`src/hw/lpc_pkg.sv`:
```
// Shared constants and types for the low-power pin state controller.
// Assumes a 32-bit APB master and a power controller on the same clock.
package lpc_pkg;

	localparam int NPIN = 16;
	localparam int FN_W = 4;
	localparam int PINS_PER_REG = 8;

	// Register byte offsets
	localparam logic [11:0] ADDR_CTRL = 12'h000;
	localparam logic [11:0] ADDR_FUNC0 = 12'h004;
	localparam logic [11:0] ADDR_FUNC1 = 12'h008;
	localparam logic [11:0] ADDR_PORT = 12'h00c;
	localparam logic [11:0] ADDR_STATUS = 12'h010;
	localparam logic [11:0] ADDR_PADIN = 12'h014;

	// Field positions
	localparam int CTRL_SPL_BIT = 0;
	localparam int CTRL_RELEASE_BIT = 1;
	localparam int PORT_DIR_LSB = 16;
	localparam int STAT_PHASE_LSB = 0;
	localparam int STAT_RETURN_BIT = 4;
	localparam int STAT_MAIN_OSC_BIT = 8;
	localparam int STAT_SUB_OSC_BIT = 9;

	// Reset values
	localparam logic CTRL_SPL_RST = 1'b0;
	localparam logic [NPIN*FN_W-1:0] FUNC_RST = 64'h0;
	localparam logic [NPIN-1:0] PORT_DATA_RST = 16'h0;
	localparam logic [NPIN-1:0] PORT_DIR_RST = 16'h0;

	typedef enum logic [3:0] {
		FN_GPIO, FN_RES, FN_ANALOG, FN_JTAG, FN_TRACE,
		FN_EXTINT, FN_DEEP_STANDBY_WAKEUP_IN, FN_NMI, FN_CEC
	} lpc_func_t;

	typedef enum logic [3:0] {
		MD_RUN, MD_SLEEP, MD_MAIN_TIMER, MD_SUB_TIMER, MD_LCR_TIMER,
		MD_RTC, MD_STOP, MD_DS_RTC, MD_DS_STOP, MD_DS_RETURN
	} lpc_mode_t;

	typedef enum logic [2:0] {
		PH_POR, PH_EXTRST, PH_INTRST, PH_RUN, PH_STBY, PH_DEEP, PH_RETURN
	} lpc_phase_t;

	typedef enum logic [1:0] {ACT_HIZ, ACT_LIVE, ACT_KEEP, ACT_PORT} lpc_act_t;

	typedef struct packed {
		lpc_act_t act;
		logic in_en;
		logic pull;
		logic analog;
		logic wakeup;
	} lpc_pin_t;

	typedef struct packed {
		logic [NPIN-1:0] out;
		logic [NPIN-1:0] oe_n;
		logic [NPIN-1:0] pull;
		logic [NPIN-1:0] in_en;
		logic [NPIN-1:0] analog;
		logic [NPIN-1:0] wakeup;
	} lpc_pads_t;

endpackage : lpc_pkg

```
`src/hw/lpc_pin_state.sv`:
```
// Low-power pin state controller: per-pin drive, pull, input gating and
// analog/wakeup enables across reset, run, standby and deep standby.
// Assumes APB on clk_sys_i; mode_i and int_reset_i come from logic on the
// same clock, por_i and external_reset_n_i arrive asynchronously.
`timescale 1ns/1ps
module lpc_pin_state
	import lpc_pkg::*;
(
	// Clock and reset
	input wire logic clk_sys_i,
	input wire logic arst_n_i,
	// APB slave
	input wire logic psel_i,
	input wire logic penable_i,
	input wire logic pwrite_i,
	input wire logic [11:0] paddr_i,
	input wire logic [31:0] pwdata_i,
	output logic [31:0] prdata_o,
	output logic pready_o,
	output logic pslverr_o,
	// Power and reset state
	input wire logic por_i,
	input wire logic external_reset_n_i,
	input wire logic int_reset_i,
	input wire lpc_mode_t mode_i,
	// Peripheral side
	input wire logic [NPIN-1:0] periph_out_i,
	input wire logic [NPIN-1:0] periph_oe_i,
	output logic [NPIN-1:0] pad_in_o,
	// Pads
	input wire logic [NPIN-1:0] pad_i,
	output lpc_pads_t pads_o,
	// Oscillators
	output logic main_osc_run_o,
	output logic sub_osc_run_o
);

	// Synchronisers for asynchronous levels
	logic [1:0] por_sync;
	logic [1:0] xrst_sync;
	logic [NPIN-1:0] pad_s1;
	logic [NPIN-1:0] pad_s2;

	// Registers
	logic standby_pin_level;
	logic [NPIN*FN_W-1:0] func;
	logic [NPIN-1:0] port_data;
	logic [NPIN-1:0] port_dir;
	logic [NPIN-1:0] held_data;
	logic [NPIN-1:0] held_dir;
	logic ret_flag;
	logic [31:0] prdata;
	logic pready;
	logic pslverr;
	lpc_pads_t pads;
	logic [NPIN-1:0] pad_in;
	logic main_run;
	logic sub_run;

	logic next_spl;
	logic [NPIN*FN_W-1:0] next_func;
	logic [NPIN-1:0] next_port_data;
	logic [NPIN-1:0] next_port_dir;
	logic [NPIN-1:0] next_held_data;
	logic [NPIN-1:0] next_held_dir;
	logic next_ret_flag;
	logic [31:0] next_prdata;
	logic next_pready;
	logic next_pslverr;
	lpc_pads_t next_pads;
	logic [NPIN-1:0] next_pad_in;
	logic next_main_run;
	logic next_sub_run;

	lpc_phase_t phase;
	logic wr_en;
	logic rd_en;

	// Pin behaviour for a selected function in a given phase
	function automatic lpc_pin_t pin_rule(input lpc_func_t fn,
		input lpc_phase_t ph, input logic lvl);
		lpc_pin_t r;
		r = '{act: ACT_HIZ, in_en: 1'b0, pull: 1'b0, analog: 1'b0,
			wakeup: 1'b0};
		if (fn == FN_ANALOG) begin
			r.analog = 1'b1;
		end else begin
			unique case (ph)
				PH_POR: r.act = ACT_HIZ;
				PH_EXTRST, PH_INTRST: begin
					if (fn == FN_JTAG) begin
						r.pull = 1'b1;
						r.in_en = 1'b1;
					end
				end
				PH_RUN: begin
					r.act = ACT_LIVE;
					r.in_en = 1'b1;
				end
				PH_STBY: begin
					// Interrupt-capable pins stay live so events are caught
					if (!lvl || fn == FN_JTAG || fn == FN_EXTINT ||
						fn == FN_NMI || fn == FN_DEEP_STANDBY_WAKEUP_IN || fn == FN_TRACE ||
						fn == FN_CEC) begin
						r.act = ACT_KEEP;
						r.in_en = 1'b1;
					end
				end
				PH_DEEP: begin
					if (fn == FN_JTAG || fn == FN_CEC) begin
						r.act = ACT_KEEP;
						r.in_en = 1'b1;
					end else if (fn == FN_DEEP_STANDBY_WAKEUP_IN || fn == FN_NMI) begin
						r.wakeup = 1'b1;
					end else if (!lvl) begin
						r.act = ACT_PORT;
					end
				end
				PH_RETURN: begin
					if (fn == FN_JTAG || fn == FN_CEC) begin
						r.act = ACT_KEEP;
						r.in_en = 1'b1;
					end else begin
						r.act = ACT_PORT;
					end
				end
				default: r.act = ACT_HIZ;
			endcase
		end
		return r;
	endfunction : pin_rule

	// Phase decode; supply and reset states take priority over modes
	always_comb begin
		if (por_sync[1]) begin
			phase = PH_POR;
		end else if (!xrst_sync[1]) begin
			phase = PH_EXTRST;
		end else if (int_reset_i) begin
			phase = PH_INTRST;
		end else if (ret_flag) begin
			phase = PH_RETURN;
		end else begin
			unique case (mode_i)
				MD_RUN, MD_SLEEP: phase = PH_RUN;
				MD_MAIN_TIMER, MD_SUB_TIMER, MD_LCR_TIMER, MD_RTC,
				MD_STOP: phase = PH_STBY;
				MD_DS_RTC, MD_DS_STOP: phase = PH_DEEP;
				MD_DS_RETURN: phase = PH_RETURN;
				default: phase = PH_RUN;
			endcase
		end
	end

	assign wr_en = psel_i && penable_i && pready && pwrite_i;
	assign rd_en = psel_i && penable_i && !pready && !pwrite_i;

	// Register file, APB answer and held port values
	always_comb begin
		next_spl = standby_pin_level;
		next_func = func;
		next_port_data = port_data;
		next_port_dir = port_dir;
		next_ret_flag = ret_flag;
		next_prdata = prdata;
		next_pslverr = 1'b0;
		// One wait state: pready rises one cycle into the access phase
		next_pready = psel_i && penable_i && !pready;
		if (psel_i && penable_i && !pready) begin
			unique case (paddr_i)
				ADDR_CTRL, ADDR_FUNC0, ADDR_FUNC1, ADDR_PORT,
				ADDR_STATUS, ADDR_PADIN: next_pslverr = 1'b0;
				default: next_pslverr = 1'b1;
			endcase
		end
		if (rd_en) begin
			next_prdata = 32'h0;
			unique case (paddr_i)
				ADDR_CTRL: next_prdata[CTRL_SPL_BIT] = standby_pin_level;
				ADDR_FUNC0: next_prdata = func[31:0];
				ADDR_FUNC1: next_prdata = func[63:32];
				ADDR_PORT: next_prdata = {port_dir, port_data};
				ADDR_STATUS: begin
					next_prdata[STAT_PHASE_LSB +: 3] = phase;
					next_prdata[STAT_RETURN_BIT] = ret_flag;
					next_prdata[STAT_MAIN_OSC_BIT] = main_run;
					next_prdata[STAT_SUB_OSC_BIT] = sub_run;
				end
				ADDR_PADIN: next_prdata[NPIN-1:0] = pad_in;
				default: next_prdata = 32'h0;
			endcase
		end
		if (wr_en) begin
			unique case (paddr_i)
				ADDR_CTRL: begin
					next_spl = pwdata_i[CTRL_SPL_BIT];
					if (pwdata_i[CTRL_RELEASE_BIT]) begin
						next_ret_flag = 1'b0;
					end
				end
				ADDR_FUNC0: next_func[31:0] = pwdata_i;
				ADDR_FUNC1: next_func[63:32] = pwdata_i;
				ADDR_PORT: begin
					next_port_data = pwdata_i[NPIN-1:0];
					next_port_dir = pwdata_i[PORT_DIR_LSB +: NPIN];
				end
				default: next_spl = standby_pin_level;
			endcase
		end
		// Return state is set by hardware; set wins over the release write
		if (mode_i == MD_DS_RETURN) begin
			next_ret_flag = 1'b1;
		end
		// Port values freeze on leaving run so standby holds the last ones
		next_held_data = held_data;
		next_held_dir = held_dir;
		if (phase == PH_RUN) begin
			next_held_data = port_data;
			next_held_dir = port_dir;
		end
	end

	// Pad drive, pull, input gating and oscillator enables
	always_comb begin
		lpc_pin_t r;
		lpc_func_t fn;
		r = '{act: ACT_HIZ, in_en: 1'b0, pull: 1'b0, analog: 1'b0,
			wakeup: 1'b0};
		fn = FN_GPIO;
		next_pads = '0;
		for (int i = 0; i < NPIN; i++) begin
			fn = lpc_func_t'(func[i*FN_W +: FN_W]);
			r = pin_rule(fn, phase, standby_pin_level);
			next_pads.oe_n[i] = 1'b1;
			next_pads.out[i] = 1'b0;
			unique case (r.act)
				ACT_HIZ: next_pads.oe_n[i] = 1'b1;
				ACT_LIVE, ACT_KEEP: begin
					if (fn == FN_GPIO) begin
						// Live in run, frozen copy in standby
						next_pads.out[i] = (r.act == ACT_LIVE) ?
							port_data[i] : held_data[i];
						next_pads.oe_n[i] = (r.act == ACT_LIVE) ?
							!port_dir[i] : !held_dir[i];
					end else begin
						next_pads.out[i] = periph_out_i[i];
						next_pads.oe_n[i] = !periph_oe_i[i];
					end
				end
				ACT_PORT: begin
					next_pads.out[i] = held_data[i];
					next_pads.oe_n[i] = !held_dir[i];
				end
			endcase
			next_pads.pull[i] = r.pull;
			next_pads.in_en[i] = r.in_en;
			next_pads.analog[i] = r.analog;
			next_pads.wakeup[i] = r.wakeup;
		end
		// Forced-low internal input; wakeup path still sees the pad
		next_pad_in = pad_s2 & (pads.in_en | pads.wakeup);
		next_main_run = !(mode_i == MD_SUB_TIMER || mode_i == MD_LCR_TIMER ||
			mode_i == MD_RTC || mode_i == MD_STOP || mode_i == MD_DS_RTC ||
			mode_i == MD_DS_STOP);
		next_sub_run = !(mode_i == MD_STOP ||
			mode_i == MD_DS_STOP);
	end

	always_ff @(posedge clk_sys_i or negedge arst_n_i) begin
		if (!arst_n_i) begin
			por_sync <= 2'b11;
			xrst_sync <= 2'b00;
			pad_s1 <= '0;
			pad_s2 <= '0;
			standby_pin_level <= CTRL_SPL_RST;
			func <= FUNC_RST;
			port_data <= PORT_DATA_RST;
			port_dir <= PORT_DIR_RST;
			held_data <= PORT_DATA_RST;
			held_dir <= PORT_DIR_RST;
			ret_flag <= 1'b0;
			prdata <= 32'h0;
			pready <= 1'b0;
			pslverr <= 1'b0;
			pads <= '{out: '0, oe_n: '1, pull: '0, in_en: '0,
				analog: '0, wakeup: '0};
			pad_in <= '0;
			main_run <= 1'b1;
			sub_run <= 1'b1;
		end else begin
			por_sync <= {por_sync[0], por_i};
			xrst_sync <= {xrst_sync[0], external_reset_n_i};
			pad_s1 <= pad_i;
			pad_s2 <= pad_s1;
			standby_pin_level <= next_spl;
			func <= next_func;
			port_data <= next_port_data;
			port_dir <= next_port_dir;
			held_data <= next_held_data;
			held_dir <= next_held_dir;
			ret_flag <= next_ret_flag;
			prdata <= next_prdata;
			pready <= next_pready;
			pslverr <= next_pslverr;
			pads <= next_pads;
			pad_in <= next_pad_in;
			main_run <= next_main_run;
			sub_run <= next_sub_run;
		end
	end

	assign prdata_o = prdata;
	assign pready_o = pready;
	assign pslverr_o = pslverr;
	assign pads_o = pads;
	assign pad_in_o = pad_in;
	assign main_osc_run_o = main_run;
	assign sub_osc_run_o = sub_run;

endmodule : lpc_pin_state

```
`config.mk`:
```
export PLATFORM = sky130hd
export DESIGN_NAME = lpc_pin_state
export DESIGN_NICKNAME = d
export VERILOG_FILES = /design/src/hw/lpc_pkg.sv /design/src/hw/lpc_pin_state.sv
export SDC_FILE = /design/constraint.sdc
export NUM_CORES = 1
export LEC_CHECK = 0
export ABC_AREA = 1
export BUFFER_PORTS_ARGS = -buffer_cell sky130_fd_sc_hd__buf_2
export CAP_MARGIN = 30
export CELL_PAD_IN_SITES_DETAIL_PLACEMENT = 0
export CELL_PAD_IN_SITES_GLOBAL_PLACEMENT = 2
export CORE_ASPECT_RATIO = 0.6
export CORE_UTILIZATION = 36
export DETAILED_ROUTE_END_ITERATION = 8
export GPL_ROUTABILITY_DRIVEN = 1
export PLACE_DENSITY_LB_ADDON = 0.1
export SYNTH_ARGS = -nofsm -noshare
export SYNTH_HDL_FRONTEND = slang
export SYNTH_SLANG_ARGS = --single-unit
```
`constraint.sdc`:
```
create_clock -name clk_sys_i -period 4.3 [get_ports clk_sys_i]
set_input_delay 0.645 -clock clk_sys_i [delete_from_list [all_inputs] [get_ports clk_sys_i]]
set_output_delay 0.645 -clock clk_sys_i [all_outputs]
set_load 0.01 [all_outputs]
```
==> flow_summary.ini, run 1 <==
[outcome]
status = finished, final reports clean

[placed_design]
globalplace.congestion = 0.8837
place_area_sq_mm = 0.01699
dp.cells = 2561
port_buffers = 251
dpl.hpwl_um = 39070

[synth]
ys_ff_latch = 314
synthMuxAreaShare_pct = 0
synth-main-ff-cell = dfrtp_1
synth_compound_area_share_pct = 14.22
netlist_instances = 1778
synthSimpleGateAreaFrac_pct = 21.03
syn_nets = 1930
synth.distinct_cells = 38
synth_top_family_by_area = simple AND/OR/NAND/NOR gates
async_flop_share_pct = 100.0
ys_seq_area_share_pct = 52.43
synth_warnings = 0
synth_xor_area_share_pct = 0
synth_edf_count = 0
syn_avg_cell_area_sq_um = 8.456
synthAdderAreaFrac_pct = 3.995
syn_area_sq_mm = 0.01503

[critical_path]
cp-start-kind = register
critPathRequiredTime_ns = 4.80
slowest_delay_ns = 0.59
reg2reg_slack_ns = 1.20
critPathSlowestCell = nor2_8
setup.worst_path.class = reg -> reg
critPathArrivalTime_ns = 3.60
crit_top_cell = nand2_1
cp_cell_sequence = nor2_1 > nand3_2 > nand2_1 > nand2_2 > nor2_8 > nor2_4 > o21ai_1 > nand2_1 > inv_1 > ha_1 > nand2_1 > o21ai_0 > a21oi_1 > a221o_1
crit_path_end_kind = register
cp_max_fo = 27

[routing]
dr_total_vias = 13220
drtIter0Drc = 1235
drtPass1Iterations = 5
finalWirelength_um = 52880
wl_per_cell_um = 20.19
routed_via_density = 5.047
ant_nets = 0
drc = 0

[die]
die_h_um = 160.3
die_area_sq_mm = 0.04261
io_pins = 252
placeableCoreArea_sq_mm = 0.04079
die_w_um = 265.8
initial_core_util_pct = 36.85
rows = 57

[clock_tree]
clk_latency_ns = 0.58
post_cts_buffers = 0
root_buffer = clkbuf_16
clock_path_buffers = 3
clk_pin_slew_ns = 0.07
cts_sinks = 314
cts-hold-fix-buffers = 0
cts-resized-gates = 0
numCtsBuffers = 31
tritoncts = done
h-tree-depth = 1

[hold_path]
holdCritPathClass = in -> async

[power]
p_int_w = 0.005080
p_clk_share_pct = 44.3
swShare_pct = 24.53
peakVddDrop_v = 0.0002327
comb_power_share_pct = 8.6
power_density_mw_per_mm2 = 371.7
p_leak_nw = 9.339
power_frac_seq_pct = 47.1
p_switching_w = 0.001651

[sta]
max_freq_mhz = 322.9
hold_viol = 0
timing.final.setup_violations = 0
finalCritPeriodShare_pct = 72.01
rsz0062_at_grt = no
min_period_ns = 3.097
tns_ns = 0
slew_headroom_pct = 35.74
slew_viol_final = 0
skew_ns = 0.01241
worstMarginPinSlew_ns = 0.9637

[finish]
finalNonFillerCells = 2619
final_nets = 2187
drive_gt1_share_pct = 20.35
final_area_sq_mm = 0.01811
diodes = 0
synthToLayoutAreaGrowth_pct = 20.46
fin_util_pct = 44.39

[global_route]
grt_pass1_vias = 12670
grt_antenna_before_repair = 1
overflow = 0
grt_util_all_layers_pct = 24.85
grt_max_degree = 104
grt_pass1_wl_um = 79510

[job]
maxCapViolations = 0
-- cells by family after synthesis --
| group | Yosys count |
|---|---|
| AND/OR/NAND/NOR | 722 |
| AO/OA/AOI/OAI | 371 |
| buffers and inverters | 323 |
| flip-flops | 314 |
| adder cells (fa/ha/maj) | 48 |
-- layout make-up --
cell class / count / area, sq um
Inverter: 270 / 1013
Fill cell: 4166 / 22680
Tap cell: 560 / 700.7
Sequential cell: 314 / 7883
Clock buffer: 44 / 904.6
Clock inverter: 13 / 206.4
Multi-Input combinational cell: 1141 / 5916
Timing Repair Buffer: 277 / 1486
-- through the flow --
stage / power, W / setup WS [ns] / hold slack (ns)
after floorplan: 0.003529 / 1.777 / 0.3312
after global placement: 0.003804 / 0.9304 / 0.3324
after detailed placement: 0.003808 / 0.8453 / 0.3347
after CTS: 0.006786 / 1.258 / 0.1394
after global routing: 0.007002 / 0.9694 / 0.1474
final: 0.006731 / 1.203 / 0.1049
-- power groups by stage --
stage                     clock network [W]  logic, W  registers [W]
after detailed placement                  0  0.000587        0.00322
after floorplan                           0  0.000305        0.00322
after global routing                0.00315  0.000664        0.00318
after CTS                           0.00303  0.000588        0.00317
after global placement                    0  0.000581        0.00322
final                               0.00298  0.000580        0.00317
-- synthesized netlist by cell type, types with 8 or more instances --
| cell type | n | share of area, % |
|---|---|---|
| nor2_1 | 83 | 2.1 |
| dfrtp_1 | 294 | 49 |
| o21ai_0 | 192 | 6.4 |
| o221ai_1 | 9 | 0.52 |
| o21ai_2 | 10 | 0.58 |
| nand3_1 | 122 | 4.1 |
| o21ai_1 | 32 | 1.1 |
| a221o_1 | 11 | 0.73 |
| dfstp_2 | 20 | 3.5 |
| inv_2 | 30 | 0.75 |
| ha_1 | 48 | 4.0 |
| buf_2 | 10 | 0.33 |
| nor4_1 | 12 | 0.50 |
| a21oi_1 | 49 | 1.6 |
| nor3_2 | 9 | 0.60 |
| o21a_1 | 18 | 0.90 |
| o211ai_1 | 31 | 1.5 |
| o22ai_1 | 8 | 0.33 |
| inv_1 | 240 | 6.0 |
| nand2_1 | 413 | 10 |
| clkbuf_1 | 39 | 0.97 |
| nor3_1 | 53 | 1.8 |
-- critical path, delay by kind of cell, from the launching register on --
family,cells,cell delay [ns]
compound gates,4,0.68
fa+ha+maj,1,0.21
buf+inv,1,0.09
flops,1,0.39
simple gates,8,1.64
-- final timing paths --
| path | startpoint | end | depth (start not counted) |
|---|---|---|---|
| hold reg to reg | pad_s1[0] | pad_s2[0] | 0 |
| setup reg to reg | ret_flag | pads_o[65] | 14 |
| max in group asynchronous | arst_n_i | pads_o[78] | 2 |
| min in group clk_sys_i | pad_i[10] | pad_s1[10] | 1 |
| setup / recovery | ret_flag | pads_o[65] | 14 |
| hold / removal | arst_n_i | pads_o[90] | 1 |
-- state kept, by name, summed over array words and instances, names as in the netlist --
signal	flops
standby_pin_level	1
pad_s2	16
pad_in_o	16
por_sync	2
xrst_sync	2
pads_o	96
pslverr_o	1
ret_flag	1
prdata_o	32
pad_s1	16
port_data	16
main_osc_run_o	1
port_dir	16
func	64
held_dir	16
pready_o	1
sub_osc_run_o	1
held_data	16
-- placed cells by master (no fill, tap or decap), types with 8 or more instances in the layout --
cell type    n
o21ai_2     10
clkbuf_16   31
nor4_1      12
inv_2       30
a21oi_1     49
nand3_1    121
o22ai_1      8
nor3_1      53
buf_4       23
o211ai_1    31
clkbuf_8     8
o221ai_1     9
ha_1        48
nor2_1      83
dfstp_2     20
buf_2      250
a221o_1     11
nor3_2       9
o21a_1      18
o21ai_0    192
o21ai_1     32
nand2_1    413
dfrtp_1    294
inv_1      240
-- routing by layer --
metal  share of wire, %  global-route usage (%)  up-vias
li1                   -                       -     6313
met1                 51                   39.08     6404
met2                 41                   35.82      451
met3                6.4                   3.864       49
met4                1.6                   4.728        0
met5                  0                       0        -
Note: power is estimated with default switching activity, not from simulation.
==> run 2, diff against run 1 <==
--- a/config.mk
+++ b/config.mk
@@ -11,7 +11,7 @@
 export CELL_PAD_IN_SITES_DETAIL_PLACEMENT = 0
 export CELL_PAD_IN_SITES_GLOBAL_PLACEMENT = 2
 export CORE_ASPECT_RATIO = 0.6
-export CORE_UTILIZATION = 36
+export CORE_UTILIZATION = 30
 export DETAILED_ROUTE_END_ITERATION = 8
 export GPL_ROUTABILITY_DRIVEN = 1
 export PLACE_DENSITY_LB_ADDON = 0.1
==> constraint.sdc (replaced) <==
create_clock -name clk_sys_i -period 2.5 [get_ports clk_sys_i]
set_input_delay 0.375 -clock clk_sys_i [delete_from_list [all_inputs] [get_ports clk_sys_i]]
set_output_delay 0.375 -clock clk_sys_i [all_outputs]
set_load 0.01 [all_outputs]
==> flow_summary.ini, run 2 (same netlist as run 1, synthesis figures left out) <==
[global_route]
grt_pass1_vias = 13320
grt_antenna_before_repair = 4
grt_max_degree = 78
grt_util_all_layers_pct = 22.40
grt_pass1_wl_um = 84990
overflow = 0

[finish]
n_fill_cell = 5075
drive_gt1_share_pct = 26.30
largest_register_ffs = 96
final_nets = 2351
synthToLayoutAreaGrowth_pct = 31.87
regArea_sq_mm = 0.007883
final_cell_mix = nand2_1, dfrtp_1, buf_2
final_common_cell = nand2_1
fin_util_pct = 40.11
multi_input_area_sq_mm = 0.006031
diodes = 0

[routing]
finalWirelength_um = 57100
ant_nets = 0
drtIter0Drc = 900
routed_via_density = 4.755
drtPass1Iterations = 5
dr_total_vias = 13670
drc = 0
wl_per_cell_um = 19.87

[critical_path]
critPathArrivalTime_ns = 2.78
worstRegToRegCells = 15
cp_max_fo = 14
crit_path_end_kind = register
critPathRequiredTime_ns = 2.91
cp_top_family = simple AND/OR/NAND/NOR gates
setup.worst_path.class = reg -> reg
cp-start-kind = register
path_depth = 15
crit_top_cell = nand3_1
critPathSlowestCell = dfrtp_1
cp_cell_sequence = inv_1 > nand3_1 > nand2_2 > inv_2 > nand2_4 > nor2_8 > buf_12 > buf_4 > nand3_1 > nand3_1 > nand2_1 > ha_1 > o21a_1 > a22oi_1 > nor2_1
crit_buf_inv = 4
slowest_delay_ns = 0.39

[sta]
max_freq_mhz = 421.6
slew_viol_final = 0
skew_ns = 0.01327
hold_viol = 0
finalCritPeriodShare_pct = 94.88
timing.final.setup_violations = 0
min_period_ns = 2.372
worstMarginPinSlew_ns = 0.9199
slew_headroom_pct = 38.67
rsz0062_at_grt = yes

[power]
p_leak_nw = 10.19
power_w = 0.01214
power_density_mw_per_mm2 = 612.4
peakVddDrop_v = 0.0003635

[die]
rows = 63
die_w_um = 291.0
placeableCoreArea_sq_mm = 0.04942
io_pins = 252
die_area_sq_mm = 0.05104
die_h_um = 175.4
initial_core_util_pct = 30.42

[clock_tree]
clk_pin_slew_ns = 0.06
clk_latency_ns = 0.53
root_buffer = clkbuf_16
numCtsBuffers = 34
cts_sinks = 314
h-tree-depth = 2
clock_path_buffers = 3
tritoncts = done

[placed_design]
port_buffers = 251
dpl.hpwl_um = 43630
globalplace.congestion = 0.8587

[outcome]
status = finished, final reports clean

[hold_path]
whs_path_depth = 4
holdCritPathClass = in -> reg

[job]
maxCapViolations = 0
## run 2: changes by cell type in the layout (fill, tap and decap cells not counted), moves of 5 or more
cell,delta
buf_4,+130
dlygate4sd3_1,+19
ha_1,-11
buf_12,+10
clkbuf_16,+6
ha_2,+6
clkbuf_1,+5
ha_4,+5
## run 2: worst register-to-register path: stages (launching register included)
cell,delay (ns)
dfrtp_1,0.39
inv_1,0.09
nand3_1,0.11
nand2_2,0.10
inv_2,0.09
nand2_4,0.09
nor2_8,0.20
buf_12,0.19
buf_4,0.13
nand3_1,0.06
nand3_1,0.08
nand2_1,0.09
ha_1,0.33
o21a_1,0.11
a22oi_1,0.14
nor2_1,0.07
## run 2: worst paths after layout
check	startpoint	to	slack [ns]
setup / recovery	ret_flag	pads_o[90]	0.13
hold / removal	periph_oe_i[10]	pads_o[74]	0.1
setup reg to reg	ret_flag	pads_o[90]	0.13
hold reg to reg	pad_s1[6]	pad_s2[6]	0.34
max in group asynchronous	arst_n_i	func[54]	1.36
min in group asynchronous	arst_n_i	pad_s1[13]	0.39
## run 2: per-layer routing
layer / share of wire, % / global-route usage (%) / vias up
met4: 1.8 / 4.475 / 2
met3: 6.9 / 4.530 / 60
met5: 0.035 / 0 / -
met1: 49 / 33.59 / 6539
met2: 42 / 33.13 / 426
li1: - / - / 6640
## run 2: layout make-up
| cell class | instances | area share, % |
|---|---|---|
| clock buffers | 52 | 5.207 |
| inverters | 270 | 5.112 |
| repair buffers | 438 | 14.54 |
| flip-flops and latches | 314 | 39.76 |
| clock inverters | 9 | 0.8583 |
| well taps | 650 | 4.102 |
| multi-input cells | 1141 | 30.42 |
## run 2: report_power, final
group	leakage (nW)	switching, W	internal, W
logic	5.44	0.000686	0.000485
clock network	0.590	0.00215	0.00337
registers	4.16	0.000103	0.00535
## run 2: timing repair
item / 4_1_cts / 5_1_grt
hold buffers: 19 / 0
endpoints found under the setup margin: 1 / 29
setup buffers: 0 / 2
hold endpoints to repair: 60 / 0
resized for setup: 1 / 37
pin swaps: 0 / 4
## run 2: per-stage QoR
step / cells / area (sq um) / setup TNS (ns) / hold slack [ns] / setup slack (ns)
3_3_place_gp: 2792 / 18280 / -2.419 / 0.3335 / -0.1528
6_report: 2874 / 19830 / 0 / 0.09985 / 0.1279
2_1_floorplan: 1778 / 15030 / 0 / 0.07941 / 0.2472
3_5_place_dp: 2792 / 18280 / -2.875 / 0.3347 / -0.1906
4_1_cts: 2872 / 19680 / 0 / 0.08128 / 0.03073
5_1_grt: 2874 / 19830 / -0.3521 / 0.1257 / -0.07524
==> run 3, diff against run 2 <==
==> constraint.sdc (replaced) <==
create_clock -name clk_sys_i -period 2.12 [get_ports clk_sys_i]
set_input_delay 0.318 -clock clk_sys_i [delete_from_list [all_inputs] [get_ports clk_sys_i]]
set_output_delay 0.318 -clock clk_sys_i [all_outputs]
set_load 0.01 [all_outputs]
==> flow_summary.ini, run 3 (same netlist as run 1, synthesis figures left out) <==
[outcome]
status = finished with violations
violations = setup timing

[power]
p_leak_nw = 11.01
peakVddDrop_v = 0.0005201
power_density_mw_per_mm2 = 660.9
power_w = 0.01417

[global_route]
grt_max_degree = 78
grt_pass1_wl_um = 87130
grt_antenna_before_repair = 3
overflow = 0
grt_util_all_layers_pct = 22.91
grt_pass1_vias = 13940

[die]
die_area_sq_mm = 0.05104
rows = 63
die_w_um = 291.0
die_h_um = 175.4
io_pins = 252
placeableCoreArea_sq_mm = 0.04942
initial_core_util_pct = 30.42

[clock_tree]
clk_pin_slew_ns = 0.06
h-tree-depth = 2
numCtsBuffers = 34
tritoncts = done
root_buffer = clkbuf_16
cts_sinks = 314
clk_latency_ns = 0.55
clock_path_buffers = 3

[routing]
ant_nets = 0
finalWirelength_um = 59200
wl_per_cell_um = 19.67
routed_via_density = 4.754
drtIter0Drc = 820
drtPass1Iterations = 5
dr_total_vias = 14310
drc = 0

[finish]
final_common_cell = nand2_1
drive_gt1_share_pct = 34.87
final_nets = 2486
fin_util_pct = 43.37
synthToLayoutAreaGrowth_pct = 42.58
diodes = 0
largest_register_ffs = 96
final_cell_mix = nand2_1, dfrtp_1, buf_4
finalNonFillerCells = 3010

[placed_design]
globalplace.congestion = 0.8436
dpl.hpwl_um = 44490
dp.cells = 2902
port_buffers = 251
place_ws_ns = -0.4626

[critical_path]
crit_buf_inv = 4
cp_top_family = simple AND/OR/NAND/NOR gates
critPathSlowestCell = dfstp_2
cp_max_fo = 5
crit_top_cell = nand2_2
setup.worst_path.class = reg -> reg
crit_path_end_kind = register
slowest_delay_ns = 0.39
cp_cell_sequence = nor3_4 > nand2_2 > inv_2 > nand2_4 > nor2_8 > buf_12 > clkbuf_16 > nand3_2 > nand3_2 > nand2_2 > inv_2 > ha_4 > nand2_2 > o211ai_1 > o211ai_1 > a21oi_1
critPathRequiredTime_ns = 2.57
cp-start-kind = register
reg2reg_slack_ns = -0.26
critPathArrivalTime_ns = 2.83

[sta]
timing.final.setup_violations = 35
worstMarginPinSlew_ns = 0.6837
setup_ws_ns = -0.2564
slew_viol_final = 0
max_freq_mhz = 420.8
hold_viol = 0
finalCritPeriodShare_pct = 112.1
min_period_ns = 2.376
rsz0062_at_grt = yes
slew_headroom_pct = 54.42
skew_ns = 0.02214

[job]
maxCapViolations = 0

[hold_path]
holdCritPathClass = in -> reg
run 3: cell count changes in the layout (fill, tap and decap cells not counted), moves of 6 or more:
cell     delta
buf_12     +12
ha_4       +11
o21ai_2    +13
nand2_2    +38
buf_4     +116
a21oi_1     -6
ha_1        -8
inv_1       -6
nand3_2    +15
buf_6       +7
nand2_1    -41
nand3_1    -15
o21ai_0    -22
run 3: what timing repair did:
| item | in CTS | in global routing |
|---|---|---|
| cloned | 0 | 2 |
| resized for setup | 67 | 95 |
| endpoints found under the hold margin | 57 | 0 |
| endpoints found under the setup margin | 40 | 76 |
| pin swaps | 19 | 40 |
| hold buffers | 19 | 0 |
| buffers inserted | 13 | 13 |
run 3: report_power, final:
| group | leakage (nW) | switching (W) | total [W] | internal [W] |
|---|---|---|---|---|
| combinational | 6.30 | 0.000887 | 0.00156 | 0.000675 |
| sequential | 4.16 | 0.000120 | 0.00642 | 0.00630 |
| clock | 0.554 | 0.00267 | 0.00618 | 0.00351 |
| total | 11.0 | 0.00368 | 0.0142 | 0.0105 |
run 3: path summary, 6_finish.rpt:
check / start / endpoint / depth (start not counted)
setup / recovery: por_sync[1] / pads_o[85] / 16
hold / removal: periph_oe_i[10] / pads_o[74] / 4
setup reg to reg: por_sync[1] / pads_o[85] / 16
hold reg to reg: pad_s1[4] / pad_s2[4] / 0
max in group asynchronous: arst_n_i / pads_o[65] / 3
min in group asynchronous: arst_n_i / pads_o[61] / 2
run 3: metal layers:
metal	vias up	GRT usage, %	share of wire [%]
li1	6928	-	-
met5	-	0	0.014
met2	413	33.10	41
met1	6883	33.54	49
met3	83	6.479	7.6
met4	2	5.313	2.1
run 3: final cells by class:
cell class              count  area, sq um
flip-flops and latches    314         7883
well taps                 650        813.3
inverters                 270         1016
clock buffers              45        965.9
fillers                  4986        27990
repair buffers            573         4083
clock inverters            17        166.4
multi-input cells        1141         6509
run 3: stage by stage:
step | hold WS (ns) | cell area [sq um] | setup TNS, ns
after detailed placement | 0.3010 | 19300 | -17.52
after global routing | 0.04782 | 21440 | -11.24
after CTS | 0.02212 | 20940 | -4.448
final | 0.04363 | 21440 | -6.306
after global placement | 0.2997 | 19300 | -13.85
after floorplan | 0.02241 | 15120 | 0
run 3: worst min-delay path, delay by kind of cell:
kind / cells / cell delay (ns)
AOI/OAI and AO/OA: 1 / 0.07
and+or+nand+nor: 2 / 0.11
buffers and inverters: 1 / 0.08
